`config.mk`:
```
export PLATFORM = sky130hd
export DESIGN_NAME = mia_ctrl
export DESIGN_NICKNAME = d
export VERILOG_FILES = /design/src/shared/mia_pkg.sv /design/src/mia_ctrl.sv /design/src/mia_arbiter.sv
export SDC_FILE = /design/constraint.sdc
export NUM_CORES = 1
export LEC_CHECK = 0
export ABC_AREA = 1
export BUFFER_PORTS_ARGS = -buffer_cell sky130_fd_sc_hd__buf_4
export CAP_MARGIN = 10
export CORE_MARGIN = 2
export CORE_UTILIZATION = 50
export CTS_CLUSTER_DIAMETER = 100
export CTS_CLUSTER_SIZE = 8
export DETAILED_ROUTE_END_ITERATION = 6
export MAX_ROUTING_LAYER = met4
export PLACE_DENSITY = 0.76
export SLEW_MARGIN = 10
export SYNTH_ARGS = -nofsm -noshare
export SYNTH_HDL_FRONTEND = slang
export SYNTH_SLANG_ARGS = --single-unit
```
`constraint.sdc`:
```
create_clock -name clk -period 3.26 [get_ports clk]
set_input_delay 0.326 -clock clk [delete_from_list [all_inputs] [get_ports clk]]
set_output_delay 0.326 -clock clk [all_outputs]
set_load 0.02 [all_outputs]
```
`src/shared/mia_pkg.sv`:
```
// Constants and types shared by the maskable interrupt acknowledge block
package mia_pkg;
  // Request sources
  localparam int NREQ = 16;
  // Register byte offsets on the Wishbone slave
  localparam logic [7:0] OFS_REQ_LO = 8'h00;
  localparam logic [7:0] OFS_REQ_HI = 8'h04;
  localparam logic [7:0] OFS_MASK_LO = 8'h08;
  localparam logic [7:0] OFS_MASK_HI = 8'h0C;
  localparam logic [7:0] OFS_PRIO_LO = 8'h10;
  localparam logic [7:0] OFS_PRIO_HI = 8'h14;
  localparam logic [7:0] OFS_CTRL = 8'h18;
  localparam logic [7:0] OFS_STATUS = 8'h1C;
  localparam logic [7:0] OFS_EVT = 8'h20;
  localparam logic [7:0] OFS_EVT_MASK = 8'h24;
  // Reset values
  localparam logic [7:0] REQ_RST = 8'h00;
  localparam logic [7:0] MASK_RST = 8'hFF;
  localparam logic [7:0] PRIO_RST = 8'h00;
  localparam logic GIE_RST = 1'b0;
  // Field positions
  localparam int CTRL_GIE_BIT = 0;
  localparam int ST_VEC_LSB = 0;
  localparam int ST_NMI_BIT = 8;
  localparam int ST_HOLD_BIT = 9;
  localparam int ST_GIE_BIT = 10;
  localparam int ST_DEPTH_LSB = 12;
  localparam int EVT_MACK = 0;
  localparam int EVT_NACK = 1;
  localparam int EVT_LOST = 2;
  localparam int NEVT = 3;
  // Vector table: base and non-maskable entry
  localparam logic [15:0] VEC_BASE = 16'h0002;
  localparam logic [4:0] NMI_VEC = 5'h00;
  // Nesting depth ceiling
  localparam logic [3:0] DEPTH_MAX = 4'h8;
  // Latency window from request to service start, in CPU clocks
  localparam int LAT_MIN_CLK = 9;
  localparam int LAT_MAX_CLK = 19;
  // Acknowledge sequence
  typedef enum logic [1:0] {
    MIA_IDLE,
    MIA_PUSH_PC,
    MIA_LOAD_PC
  } mia_seq_e;
endpackage

```
`src/mia_ctrl.sv`:
```
// Maskable interrupt acknowledge controller with Wishbone register slave
//
// Overview of operation
// - A maskable request is eligible only while its pending flag is 1 and its mask flag is 0.
// - An eligible maskable request is vectored only while the global enable is 1, else it stays pending.
// - From request to service start takes 9 to 19 CPU clocks, set by the core's instruction lengths.
// - The longest wait arises when the request comes just before a bit-test-and-branch instruction.
// - Requests eligible together are taken one at a time, highest priority flag first.
// - A request not yet taken stays pending and is taken once the conditions hold.
// - On acknowledge the status word then the program counter are stacked, enable clears, vector loads.
// - A flag set by clock n-1 of an n-clock instruction is taken right after that instruction.
// - A flag set in the final clock of an instruction waits until the next instruction completes.
// - While an instruction touches a flag or mask register all requests are held.
// - That hold covers maskable, non-maskable and external requests and lasts to instruction end.
// - Nesting during service follows the priority order.
// - A new maskable request nests only after the enable instruction, else it waits for the service to end.
// - A non-maskable request ignores the global enable and beats every maskable request.
// - Reset sets both mask registers to all ones.
`timescale 1ns/1ns
module mia_ctrl (
  // Clock and reset
  input wire logic clk,
  input wire logic srst,
  // Wishbone classic slave
  input wire logic wb_cyc_i,
  input wire logic wb_stb_i,
  input wire logic wb_we_i,
  input wire logic [7:0] wb_adr_i,
  input wire logic [3:0] wb_sel_i,
  input wire logic [31:0] wb_dat_i,
  output logic [31:0] wb_dat_o,
  output logic wb_ack_o,
  // Peripheral request sources, one-cycle pulses
  input wire logic [15:0] req_in,
  input wire logic nmi_req,
  // Core status
  input wire logic instr_done,
  input wire logic reg_hold,
  input wire logic ei_instr,
  input wire logic di_instr,
  input wire logic return_from_interrupt_instr_done,
  input wire logic return_from_interrupt_instr_ie,
  // Acknowledge to core
  output logic int_ack,
  output logic int_nmi,
  output logic [4:0] vec_idx,
  output logic push_psw,
  output logic push_pc,
  output logic pc_load,
  output logic [15:0] vec_addr,
  output logic global_int_enable,
  output logic [3:0] service_depth,
  // Bus interrupt
  output logic irq
);

  // Whole state of the block
  typedef struct packed {
    logic [15:0] req;
    logic [15:0] mask;
    logic [15:0] prio;
    logic gie;
    logic nmi_pend;
    logic hold;
    mia_pkg::mia_seq_e seq;
    logic [7:0] lvl;
    logic [3:0] depth;
    logic [2:0] evt;
    logic [2:0] evt_mask;
    logic ack;
    logic [31:0] rdat;
    logic int_ack;
    logic int_nmi;
    logic push_psw;
    logic push_pc;
    logic pc_load;
    logic [4:0] vec_idx;
    logic [15:0] vec_addr;
    logic irq;
  } mia_state_s;

  mia_state_s r;
  mia_state_s next_r;

  // Arbiter results
  logic [15:0] elig;
  logic allow_low;
  logic sel_found;
  logic [3:0] sel_idx;
  logic sel_hi;

  // Address of a flag or mask register; such an access freezes acknowledge
  function automatic logic mia_is_flagmask(input logic [7:0] adr);
    mia_is_flagmask = (adr == mia_pkg::OFS_REQ_LO) || (adr == mia_pkg::OFS_REQ_HI) ||
                      (adr == mia_pkg::OFS_MASK_LO) || (adr == mia_pkg::OFS_MASK_HI);
  endfunction

  // Vector table entry address, two bytes per entry
  function automatic logic [15:0] mia_vec(input logic [4:0] idx);
    mia_vec = mia_pkg::VEC_BASE + {10'h000, idx, 1'b0};
  endfunction

  // Eligibility and nesting filter
  assign elig = r.req & ~r.mask;
  // Inside a high-priority service only high-priority requests may nest
  assign allow_low = (r.depth == 4'h0) || !r.lvl[0];

  // Priority selection
  mia_arbiter u_arb (
    .elig(elig),
    .prio(r.prio),
    .allow_low(allow_low),
    .found(sel_found),
    .idx(sel_idx),
    .hi(sel_hi)
  );

  // Next-state logic
  always_comb begin
    logic [7:0] adr;
    logic hit;
    logic wr;
    logic boundary;
    logic take_nmi;
    logic take_mi;
    logic [15:0] req_clr;
    logic [2:0] ev;
    logic [2:0] w1c;
    logic [4:0] mi_vec;
    adr = {wb_adr_i[7:2], 2'b00};
    hit = 1'b0;
    wr = 1'b0;
    boundary = 1'b0;
    take_nmi = 1'b0;
    take_mi = 1'b0;
    req_clr = 16'h0000;
    ev = 3'h0;
    w1c = 3'h0;
    mi_vec = 5'h00;
    next_r = r;

    // Strobes last one cycle
    next_r.int_ack = 1'b0;
    next_r.int_nmi = 1'b0;
    next_r.push_psw = 1'b0;
    next_r.push_pc = 1'b0;
    next_r.pc_load = 1'b0;

    // Bus: answer one cycle after the request, drop ack the cycle after
    hit = wb_cyc_i && wb_stb_i && !r.ack;
    // Write lands at the edge where the master sees ack, so a cycle dropped early writes nothing
    wr = wb_cyc_i && wb_stb_i && r.ack && wb_we_i && wb_sel_i[0];
    next_r.ack = hit;
    next_r.rdat = 32'h0000_0000;
    if (hit && !wb_we_i) begin
      case (adr)
        mia_pkg::OFS_REQ_LO: next_r.rdat[7:0] = r.req[7:0];
        mia_pkg::OFS_REQ_HI: next_r.rdat[7:0] = r.req[15:8];
        mia_pkg::OFS_MASK_LO: next_r.rdat[7:0] = r.mask[7:0];
        mia_pkg::OFS_MASK_HI: next_r.rdat[7:0] = r.mask[15:8];
        mia_pkg::OFS_PRIO_LO: next_r.rdat[7:0] = r.prio[7:0];
        mia_pkg::OFS_PRIO_HI: next_r.rdat[7:0] = r.prio[15:8];
        mia_pkg::OFS_CTRL: next_r.rdat[mia_pkg::CTRL_GIE_BIT] = r.gie;
        mia_pkg::OFS_STATUS: begin
          next_r.rdat[mia_pkg::ST_VEC_LSB +: 5] = r.vec_idx;
          next_r.rdat[mia_pkg::ST_NMI_BIT] = r.nmi_pend;
          next_r.rdat[mia_pkg::ST_HOLD_BIT] = r.hold;
          next_r.rdat[mia_pkg::ST_GIE_BIT] = r.gie;
          next_r.rdat[mia_pkg::ST_DEPTH_LSB +: 4] = r.depth;
        end
        mia_pkg::OFS_EVT: next_r.rdat[2:0] = r.evt;
        mia_pkg::OFS_EVT_MASK: next_r.rdat[2:0] = r.evt_mask;
        default: next_r.rdat = 32'h0000_0000; // Unmapped reads zero, still acked
      endcase
    end

    // Hold from a flag or mask access lasts until the instruction ends
    if (instr_done) begin
      next_r.hold = 1'b0;
    end
    if (hit && mia_is_flagmask(adr)) begin
      next_r.hold = 1'b1;
    end

    // Boundary decision uses registered flags, so a flag set in the
    // final clock is only seen at the next boundary
    // Only instruction ends are boundaries, so latency rides on instruction length
    boundary = instr_done && (r.seq == mia_pkg::MIA_IDLE) && !r.hold && !reg_hold;
    take_nmi = boundary && r.nmi_pend;
    take_mi = boundary && !r.nmi_pend && r.gie && sel_found;
    mi_vec = 5'({1'b0, sel_idx}) + 5'h01;
    if (take_mi) begin
      req_clr = 16'h0001 << sel_idx;
    end

    // Software writes to the flag, mask, priority, control and event registers
    if (wr) begin
      case (adr)
        mia_pkg::OFS_REQ_LO: next_r.req[7:0] = wb_dat_i[7:0];
        mia_pkg::OFS_REQ_HI: next_r.req[15:8] = wb_dat_i[7:0];
        mia_pkg::OFS_MASK_LO: next_r.mask[7:0] = wb_dat_i[7:0];
        mia_pkg::OFS_MASK_HI: next_r.mask[15:8] = wb_dat_i[7:0];
        mia_pkg::OFS_PRIO_LO: next_r.prio[7:0] = wb_dat_i[7:0];
        mia_pkg::OFS_PRIO_HI: next_r.prio[15:8] = wb_dat_i[7:0];
        mia_pkg::OFS_CTRL: next_r.gie = wb_dat_i[mia_pkg::CTRL_GIE_BIT];
        mia_pkg::OFS_EVT: w1c = wb_dat_i[2:0];
        mia_pkg::OFS_EVT_MASK: next_r.evt_mask = wb_dat_i[2:0];
        default: next_r.evt_mask = next_r.evt_mask; // Unmapped writes are ignored
      endcase
    end

    // Pending flags: a new request wins over any clear in the same cycle
    ev[mia_pkg::EVT_LOST] = |(req_in & r.req);
    next_r.req = (next_r.req & ~req_clr) | req_in;

    // Non-maskable pending latch, set wins over its acknowledge
    if (take_nmi) begin
      next_r.nmi_pend = 1'b0;
    end
    if (nmi_req) begin
      next_r.nmi_pend = 1'b1;
    end

    // Global enable from the core's instructions
    if (ei_instr) begin
      next_r.gie = 1'b1;
    end
    if (di_instr) begin
      next_r.gie = 1'b0;
    end
    if (return_from_interrupt_instr_done) begin
      next_r.gie = return_from_interrupt_instr_ie;
      if (r.depth != 4'h0) begin
        next_r.depth = r.depth - 4'h1;
        next_r.lvl = {1'b0, r.lvl[7:1]};
      end
    end

    // Acknowledge: stack status word, then counter, then load the vector
    if (take_nmi || take_mi) begin
      next_r.gie = 1'b0;
      next_r.int_ack = 1'b1;
      next_r.int_nmi = take_nmi;
      next_r.push_psw = 1'b1;
      next_r.seq = mia_pkg::MIA_PUSH_PC;
      next_r.vec_idx = take_nmi ? mia_pkg::NMI_VEC : mi_vec;
      next_r.vec_addr = take_nmi ? mia_vec(mia_pkg::NMI_VEC) : mia_vec(mi_vec);
      // Saturate so deep nesting cannot wrap the depth count
      if (next_r.depth != mia_pkg::DEPTH_MAX) begin
        next_r.depth = next_r.depth + 4'h1;
      end
      next_r.lvl = {next_r.lvl[6:0], take_nmi || sel_hi};
    end
    ev[mia_pkg::EVT_MACK] = take_mi;
    ev[mia_pkg::EVT_NACK] = take_nmi;

    // Stacking sequence; the core must not report a boundary meanwhile
    case (r.seq)
      mia_pkg::MIA_IDLE: begin
      end
      mia_pkg::MIA_PUSH_PC: begin
        next_r.push_pc = 1'b1;
        next_r.seq = mia_pkg::MIA_LOAD_PC;
      end
      mia_pkg::MIA_LOAD_PC: begin
        next_r.pc_load = 1'b1;
        next_r.seq = mia_pkg::MIA_IDLE;
      end
      default: begin
        next_r.seq = mia_pkg::MIA_IDLE;
      end
    endcase

    // Sticky events, set wins over write-one-to-clear
    next_r.evt = (r.evt & ~w1c) | ev;
    next_r.irq = |(next_r.evt & next_r.evt_mask);
  end

  // State register
  always_ff @(posedge clk) begin
    if (srst) begin
      r <= '0;
      r.req <= {mia_pkg::REQ_RST, mia_pkg::REQ_RST};
      r.mask <= {mia_pkg::MASK_RST, mia_pkg::MASK_RST};
      r.prio <= {mia_pkg::PRIO_RST, mia_pkg::PRIO_RST};
      r.gie <= mia_pkg::GIE_RST;
      r.seq <= mia_pkg::MIA_IDLE;
    end else begin
      r <= next_r;
    end
  end

  // Outputs straight from the state register
  assign wb_dat_o = r.rdat;
  assign wb_ack_o = r.ack;
  assign int_ack = r.int_ack;
  assign int_nmi = r.int_nmi;
  assign vec_idx = r.vec_idx;
  assign push_psw = r.push_psw;
  assign push_pc = r.push_pc;
  assign pc_load = r.pc_load;
  assign vec_addr = r.vec_addr;
  assign global_int_enable = r.gie;
  assign service_depth = r.depth;
  assign irq = r.irq;
endmodule // mia_ctrl

```
`src/mia_arbiter.sv`:
```
// Priority selector among eligible maskable requests
`timescale 1ns/1ns
module mia_arbiter (
  // Candidates
  input wire logic [15:0] elig,
  input wire logic [15:0] prio,
  input wire logic allow_low,
  // Winner
  output logic found,
  output logic [3:0] idx,
  output logic hi
);
  // High-priority group beats low; within a group the lowest index wins
  always_comb begin
    found = 1'b0;
    idx = 4'h0;
    hi = 1'b0;
    for (int i = 15; i >= 0; i--) begin
      if (elig[i] && !prio[i] && allow_low) begin
        found = 1'b1;
        idx = 4'(i);
        hi = 1'b0;
      end
    end
    // Second pass overrides, so a high-priority candidate always wins
    for (int i = 15; i >= 0; i--) begin
      if (elig[i] && prio[i]) begin
        found = 1'b1;
        idx = 4'(i);
        hi = 1'b1;
      end
    end
  end
endmodule // mia_arbiter

```
==> results.md, run 1 <==
- Run status: complete, no violations
- Most common cell after layout, fill and taps aside: nand2_1
- Syn_area_per_cell: between 7 and 8 um^2
- Max Fanout on Critical Path: 7
- Fin nets: between 900 and 1000
- Reg2reg start: service_depth[0]$_SDFF_PP0_
- Buffers on Ports: 80
- Seq cells post-synth: just over 100
- Register area: about 2100 um^2
- Area of the core: 10800 um^2
- IO Pins: approximately 140
- Diodes inserted: 0
- Largest net degree at the start of global routing: 50
- Endpoints failing hold: 0
- Wire length on met3: roughly 1800 um
- Final WL: 16600 um
- Antenna violations before repair: 0
- Critical path's slowest cell: dfxtp_2
- Worst vdd ir: slightly below 0.3 mV
- Startpoint types: register
- Final period util: 97.4%
- Register area share after synthesis: between 30 and 40%
- Setup Crit Path Kind: reg -> reg
- Chip width: 109 um
- Min cycle time layout: 3170 ps
- Drc violations: 0
- Full die area: approximately 12000 um^2
- Max-cap violations: 0
- Wl on met1: 7430 um
- Fin Hold WS: 131 ps
- Fill cell count: slightly below 1000
- Max-slew violations: 0
- Finish-stage setup viols: 0
- Post-Syn Area: about 5600 um^2
- Dpl cells: 998
- Top sig layer: met4
- Vias per std cell: approximately 5.5
- Fmax: around 0.32 GHz
- Placement Cell Area: approximately 6200 um^2
- LEAKAGE: just over 0.003 uW
- Slowest cell delay on critical path: 340 ps
- Initial DRC Count: 599
- Cell repeated most along the worst path: nand2_1
- End of the worst register-to-register path: vec_addr[4]$_SDFFE_PP0N_
- R2R cell count: 35
- Min-Delay Path Class: in -> reg
- Setup Skew: 11.0 ps
- Multi-input gate area: approximately 2800 um^2
- Clock sink count: around 100
- Clock Latency Late Sink: 400 ps
- Cells after Synth: ~790
- Worst setup path end: vec_addr[4]$_SDFFE_PP0N_
- Ys Warns: 0
- Rel. slew slack: about 47%
- Share of post-route cells with drive strength above 1: 20.4%
- Vias in the first global route: roughly 4800
- Total grt overflow: 0
- CP Data Required Time: 3560 ps
- TritonCTS clock tree: built
- Worst-path clk slew: between 100 and 150 ps
- Detailed Place HPWL: between 10000 and 15000 um
- Power Density: roughly 440 nW/um^2
- RSZ-0062 raised after global routing: yes
- Crit path DAT: 3480 ps
- Fin cells: around 1000
- Clock buffer depth: 2
- Hold Buf Count CTS: 0
- Post-synthesis cell type count: 43
- Initial core utilization: roughly 50%
- Total track usage: around 29%
- Vias post-DR: ~5600
- Crit. End Element: register
- Flop2flop setup slack: 90 ps
- Area Growth Syn to Fin: 19.0%
- First-pass GRT wire length: about 25000 um
- DRT antenna net count: 0
- Total CTS buffers: 9
- Die Ht: between 100 and 150 um
- Worst-Margin Slew: about 790 ps
- Met2 routed WL: approximately 7000 um
- Routed len/inst: ~16 um
- Clock tree root buffer cell: clkbuf_8
- H-tree depth: 3
- Commonest non-fill, non-tap cells in the layout: 133 x nand2_1, 121 x buf_4, 119 x inv_1
- RD Place Congestion: a little under 1
- First drt pass iteration count: 5
- Worst Setup SP: service_depth[0]$_SDFF_PP0_
- Number of core rows: 38
- Fin area: about 6600 um^2
[synth_stat cells, drive strengths merged]
library cell	count	area, um^2
o21bai	2	15.0
o311ai	1	8.76
mux2i	6	60.1
nor3	6	30.0
nand4	9	56.3
a22o	2	17.5
or3	1	6.26
ha	7	87.6
nor2	86	338
nand3	27	140
a22oi	9	67.6
a32o	1	10.0
o32ai	2	17.5
o211ai	9	72.6
a21oi	53	265
a31oi	5	31.3
o22ai	19	119
xor2	1	8.76
nand3b	3	22.5
o31ai	2	15.0
o221ai	12	105
a221oi	9	78.8
inv	129	484
dfxtp	103	2060
nor4	9	75.1
conb	1	3.75
o21ai	49	245
o211a	1	10.0
nand2	141	549
a211oi	7	52.6
clkbuf	11	41.3
a311oi	1	8.76
buf	61	447
and3	1	6.26
[critical path: cells and delay by family (launching register included)]
family                   cells  cell delay, ps
flip-flops                   1             340
AND/OR/NAND/NOR             29            1990
adder cells (fa/ha/maj)      2             450
buffers and inverters        4             300
[sequential cells by signal (all words and copies together) (netlist names)]
| register | cells |
|---|---|
| pc_load | 1 |
| wb_ack_o | 1 |
| r | 66 |
| global_int_enable | 1 |
| int_nmi | 1 |
| wb_dat_o | 15 |
| vec_idx | 5 |
| irq | 1 |
| vec_addr | 6 |
| push_pc | 1 |
| service_depth | 4 |
| int_ack | 1 |
[timing repair]
item                       CTS  global route
setup endpoints to repair    7            19
setup buffers                1             2
hold endpoints to repair     0             0
pin swaps                    3             8
resized for setup            6            31
[worst min-delay path by stage]
stage                                   startpoint                        to  slack [ps]  cells after the start
after floorplan                               srst       wb_ack_o$_SDFF_PP0_         410                      1
after global placement    vec_addr[6]$_SDFFE_PP0N_  vec_addr[6]$_SDFFE_PP0N_         430                      2
after detailed placement  vec_addr[6]$_SDFFE_PP0N_  vec_addr[6]$_SDFFE_PP0N_         430                      2
after CTS                                  nmi_req        r[81]$_SDFFE_PP0P_         120                      3
after global routing                    instr_done        r[80]$_SDFFE_PP0P_         130                      2
final                                      nmi_req        r[81]$_SDFFE_PP0P_         130                      3
[metrics by stage]
step	utilization [%]	TNS, ps	setup slack [ps]	total power (uW)
3_3_place_gp	57.5	-33.4	-19.6	1940
3_5_place_dp	57.5	-101	-55.9	1950
5_1_grt	61.0	-2460	-217	3040
4_1_cts	59.8	0	26.5	2860
6_report	61.0	0	85.7	2910
2_1_floorplan	-	0	306	1780
[cells by family (layout without fill, tap and decap cells)]
| family | count (synthesis) | after routing | share of synthesized area (%) |
|---|---|---|---|
| adders and majority gates | 7 | 7 | 1.58 |
| xor gates and xnor gates | 1 | 1 | 0.158 |
| DFF | 103 | 103 | 37.1 |
| other | 1 | 27 | 0.0675 |
| AOI/OAI and AO/OA | 184 | 184 | 20.5 |
| buffers and inverters | 201 | 266 | 17.5 |
| muxes | 6 | 6 | 1.08 |
| and+or+nand+nor | 283 | 283 | 22.0 |
[routing by layer]
metal	vias to the layer above	track usage [%]
met1	2517	41.8
met4	0	11.4
li1	2716	-
met5	-	-
met2	327	39.5
met3	31	5.45
[power by group]
group	switching, uW	internal, uW	total (uW)	leakage, uW
Clock	498	388	886	0.000103
Combinational	410	271	681	0.00218
Sequential	35.7	1310	1340	0.000838
[layout make-up]
type / instances / share of cell area [%]
multi-input combinational: 508 / 41.8
clock buffer: 10 / 2.08
tap: 140 / 2.65
timing repair buffer: 121 / 13.7
inverter: 129 / 7.36
clock inverter: 6 / 1.15
sequential: 103 / 31.2
No activity file was read; power rests on OpenSTA's default activity.
==> run 2, diff against run 1 <==
CORE_UTILIZATION = 54   (was 50)
PLACE_DENSITY = 0.81   (was 0.76)
==> results.md, run 2 (synthesis results as in run 1) <==
- Fin area: 6630 um^2 (+0.15%)
- Max FFs per register: 66 (unchanged)
- Diodes inserted: 0 (unchanged)
- Vias per std cell: 5.51 (+0.28%)
- Vias in the first global route: 4957 (+3.8%)
- TritonCTS clock tree: built
- Fin nets: 954 (+0.32%)
- Max Fanout on Critical Path: 7 (unchanged)
- Routed len/inst: 16.1 um (-1.3%)
- CP Data Required Time: 3510 ps (-50 ps)
- Crit path DAT: 3570 ps (+90 ps)
- CP top delay family: simple AND/OR/NAND/NOR gates
- Sw frac: 32.8% (+0.37 points)
- Core Util, Final: 65.4% (+4.3 points)
- Share of post-route cells with drive strength above 1: 20.3% (-0.070 points)
- Total CTS buffers: 9 (unchanged)
- Run status: complete, but fails checks
- Clock Latency Late Sink: 390 ps (about the same)
- Min cycle time layout: 3310 ps (+139 ps)
- Commonest non-fill, non-tap cells in the layout: 135 x nand2_1, 123 x buf_4, 121 x inv_1
- Rel. slew slack: 47.3% (+0.71 points)
- First drt pass iteration count: 5 (unchanged)
- Slowest cell delay on critical path: 340 ps (about the same)
- Clock tree root buffer cell: clkbuf_8
- Number of core rows: 37 (-2.6%)
- Worst-Margin Slew: 790 ps (-4.23 ps)
- Worst vdd ir: 0.284 mV (-4.4%)
- Cell repeated most along the worst path: nor2_1
- Area of the core: 10100 um^2 (-6.5%)
- DRT antenna net count: 0 (unchanged)
- Fmax: 0.302 GHz (-4.2%)
- Most common cell after layout, fill and taps aside: nand2_1
- Largest reg by FF count: r
- Clock sink count: 103 (unchanged)
- Antenna violations before repair: 0 (unchanged)
- Worst Setup SP: service_depth[0]$_SDFF_PP0_
- Worst-path clk slew: 100 ps (about the same)
- Initial core utilization: 54.8% (+3.5 points)
- Net switching power: 918 uW (-2.7%)
- Gate power share: 24.2% (+0.8 points)
- Buffers on Ports: 80 (unchanged)
- Setup ws final: -53.0 ps (-139 ps)
- Finish-stage setup viols: 3 (+3)
- Total grt overflow: 0 (unchanged)
- Flop pwr share: 47.9% (+1.8 points)
- Area Growth Syn to Fin: 19.2%
- Placement Cell Area: 6250 um^2 (+0.28%)
- Full die area: 11100 um^2 (-7.1%)
- Final WL: 16400 um (-1.4%)
- Internal: 1880 uW (-4.3%)
- Setup Skew: 9.40 ps (-1.57 ps)
- Largest net degree at the start of global routing: 50 (unchanged)
- Critical path's slowest cell: dfxtp_2
- Crit path buffers/inverters: 5 (+1)
- RD Place Congestion: 1.03 (+4.4%)
- Power Density: 422 nW/um^2 (-3.9%)
- Critical hold path startpoint: instr_done
- First-pass GRT wire length: 25200 um (about the same)
- IO Pins: 137 (unchanged)
- Clock power frac: 27.9% (-2.6 points)
- Max-cap violations: 0 (unchanged)
- Clock buffer depth: 2 (unchanged)
- Detailed Place HPWL: 12300 um (-0.95%)
- RSZ-0062 raised after global routing: yes
- LEAKAGE: 0.00312 uW (about the same)
- Chip width: 105 um (-3.6%)
- Min-Delay Path Class: in -> reg
- Startpoint types: register
- Initial DRC Count: 650 (+8.5%)
- H-tree depth: 3 (unchanged)
- Total track usage: 29.9% (+0.95 points)
- Reg2reg start: service_depth[0]$_SDFF_PP0_
- Endpoints failing hold: 0 (unchanged)
- Failing checks: setup timing
- Vias post-DR: 5601 (+0.18%)
- Fin Hold WS: 147 ps (+15.6 ps)
- Final period util: 102% (+4.3 points)
- Drc violations: 0 (unchanged)
- Max-slew violations: 0 (unchanged)
- Die Ht: 105 um (-3.6%)
- Setup Crit Path Kind: reg -> reg
- Crit. End Element: register
- Hold Buf Count CTS: 0 (unchanged)
-- run 2: repair_timing --
item                       in CTS  in global routing
pin swaps                       2                 15
setup buffers                   1                  2
gates resized for setup         9                 28
setup endpoints to repair      13                 21
-- run 2: power by group through the flow --
stage	registers [uW]	clock network, uW	logic [uW]
after floorplan	1360	0	424
after global placement	1360	0	577
after detailed placement	1360	0	583
after CTS	1340	781	629
after global routing	1340	831	747
final	1340	781	676
-- run 2: path summary, 6_finish.rpt --
check                              to  slack [ps]  depth (start not counted)
max                 r[123]$_SDFF_PP0_         -50                         26
min                r[80]$_SDFFE_PP0P_         150                          2
max reg2reg         r[123]$_SDFF_PP0_         -50                         26
min reg2reg  vec_addr[6]$_SDFFE_PP0N_         440                          2
-- run 2: final cells by class --
class,count,area (um^2)
fillers,891,3510
clock buffers,11,141
multi-input cells,508,2790
clock inverters,5,42.5
inverters,129,489
flip-flops and latches,103,2060
well taps,136,170
repair buffers,124,935
-- run 2: per-layer routing --
layer  share of wire (%)  up-vias  track usage (%)
li1                    -     2698                -
met1                  43     2533             41.1
met2                  43      331             43.5
met5                   0        -                -
met3                  11       39             6.25
met4                 2.5        0             10.6
-- run 2: per-stage QoR --
step,TNS (ps),total power [uW],cells,worst slack [ps]
2_1_floorplan,0,1780,812,306
3_3_place_gp,-222,1940,997,-69.2
3_5_place_dp,-477,1950,997,-129
4_1_cts,0,2750,1014,12.7
5_1_grt,-4030,2920,1016,-299
6_report,-102,2800,1016,-53.0
==> run 3, diff against run 2 <==
CORE_UTILIZATION = 55   (was 54)
CTS_BUF_LIST = sky130_fd_sc_hd__clkbuf_2 sky130_fd_sc_hd__clkbuf_4 sky130_fd_sc_hd__clkbuf_8   (was not set)
PLACE_DENSITY = 0.82   (was 0.81)
==> results.md, run 3 (synthesis results as in run 1) <==
- Run status: complete, no violations
- Setup Skew: 21.2 ps (+11.8 ps)
- Final WL: 17600 um (+7.1%)
- Detailed Place HPWL: 13400 um (+8.5%)
- Placement Setup Slack: -149 ps (-20.3 ps)
- Largest net degree at the start of global routing: 50 (unchanged)
- Crit path DAT: 3520 ps (-50 ps)
- Worst setup path end: vec_addr[4]$_SDFFE_PP0N_
- Area Growth Syn to Fin: 19.7%
- End of the worst register-to-register path: vec_addr[4]$_SDFFE_PP0N_
- Flop2flop setup slack: 40 ps (+100 ps)
- Critical path's slowest cell: dfxtp_2
- Min-Delay Path Class: in -> reg
- R2R cell count: 39 (+50%)
- Final period util: 98.6% (-3.0 points)
- Initial core utilization: 56.9% (+2.0 points)
- First-pass GRT wire length: 27000 um (+7.0%)
- Initial DRC Count: 638 (-1.8%)
- Antenna violations before repair: 0 (unchanged)
- Clock buffer depth: 2 (unchanged)
- Clock Latency Late Sink: 400 ps (about the same)
- Crit path buffers/inverters: 2 (-3)
- Worst vdd ir: 0.548 mV (+93%)
- RD Place Congestion: 1.01 (-1.7%)
- Rel. slew slack: 45.6% (-1.7 points)
- Buffers on Ports: 80 (unchanged)
- Max-cap violations: 0 (unchanged)
- Clock sink count: 103 (unchanged)
- Endpoints failing hold: 0 (unchanged)
- Routed len/inst: 17.3 um (+6.9%)
- CP top delay family: simple AND/OR/NAND/NOR gates
- Max FFs per register: 66 (unchanged)
- Power Density: 431 nW/um^2 (+2.0%)
- Total CTS buffers: 9 (unchanged)
- Setup ws final: 44.2 ps (+97.2 ps)
- Vias per std cell: 5.64 (+2.2%)
- Worst-Margin Slew: 815 ps (+25.7 ps)
- Vias in the first global route: 5214 (+5.2%)
- Core Util, Final: 68.1% (+2.7 points)
- CP Data Required Time: 3560 ps (+50 ps)
- Die Ht: 105 um (-0.88%)
- Drc violations: 0 (unchanged)
- Fmax: 0.311 GHz (+3.0%)
- Setup TNS: 0 ps (+102 ps)
- H-tree depth: 3 (unchanged)
- Commonest non-fill, non-tap cells in the layout: 133 x nand2_1, 128 x buf_4, 119 x inv_1
- Most common cell after layout, fill and taps aside: nand2_1
- Reg2reg start: service_depth[1]$_SDFF_PP0_
- IO Pins: 137 (unchanged)
- Max Fanout on Critical Path: 6 (-1)
- Cell repeated most along the worst path: nand2_1
- First drt pass iteration count: 5 (unchanged)
- Finish-stage setup viols: 0 (-3)
- Setup Crit Path Kind: reg -> reg
- Share of post-route cells with drive strength above 1: 21.2% (+0.90 points)
- Startpoint types: register
- Hold Buf Count CTS: 0 (unchanged)
- Full die area: 10900 um^2 (-1.7%)
- Worst Setup SP: service_depth[1]$_SDFF_PP0_
- Worst-path clk slew: 110 ps (about the same)
- Fin nets: 959 (+0.52%)
- Area of the core: 9770 um^2 (-3.6%)
- Crit. End Element: register
- Worst path depth: 39 (+50%)
- Vias post-DR: 5738 (+2.4%)
- Total track usage: 32.6% (+2.8 points)
- Min cycle time layout: 3220 ps (-97.2 ps)
- Max-slew violations: 0 (unchanged)
- Diodes inserted: 0 (unchanged)
- Chip width: 105 um (-0.88%)
- Slowest cell delay on critical path: 340 ps (about the same)
- RSZ-0062 raised after global routing: yes
- Total grt overflow: 0 (unchanged)
- Clock tree root buffer cell: clkbuf_8
- DRT antenna net count: 0 (unchanged)
- TritonCTS clock tree: built
- Largest reg by FF count: r
- LEAKAGE: 0.00316 uW (+1.3%)
- Number of core rows: 36 (-2.7%)
run 3: final cells by class:
type                            count  area [um^2]
Fill cell                         843         3120
Multi-Input combinational cell    508         2770
Sequential cell                   103         2060
Timing Repair Buffer              129          972
Inverter                          129          487
Tap cell                          133          166
Clock buffer                       11          151
Clock inverter                      5         45.0
run 3: per-stage QoR:
stage               cells  cell area (um^2)  total power [uW]  hold WS (ps)
finish               1018              6660              2870           134
global route         1018              6660              2990           119
CTS                  1012              6510              2800           127
detailed placement    996              6260              1970           435
global placement      996              6260              1940           437
floorplan             812              5660              1780           414
run 3: power breakdown:
group / total [uW] / leakage, uW / internal [uW] / switching, uW
registers: 1340 / 0.000838 / 1310 / 35.4
logic: 710 / 0.00223 / 300 / 410
clock network: 814 / 0.0000985 / 332 / 483
run 3: layer usage:
layer  vias up  share of wire [%]  global-route usage [%]
li1       2721                  -                       -
met1      2667                 41                    41.9
met2       312                 46                    50.9
met3        38                9.6                    6.89
met4         0                3.1                    11.7
met5         -                  0                       -
run 3: how the worst min path moves through the flow:
stage,start,to,slack [ps],cells past startpoint
after detailed placement,vec_addr[6]$_SDFFE_PP0N_,vec_addr[6]$_SDFFE_PP0N_,440,2
after CTS,instr_done,r[80]$_SDFFE_PP0P_,130,2
after floorplan,srst,wb_ack_o$_SDFF_PP0_,410,1
after global placement,r[79]$_SDFFE_PP0P_,pc_load$_SDFF_PP0_,440,2
after global routing,instr_done,r[80]$_SDFFE_PP0P_,120,2
final,instr_done,r[80]$_SDFFE_PP0P_,130,2
run 3: timing repair:
action,CTS,global route
buffers inserted,0,6
cloned,0,0
setup endpoints to repair,16,24
resized for setup,10,29
pin swaps,1,15
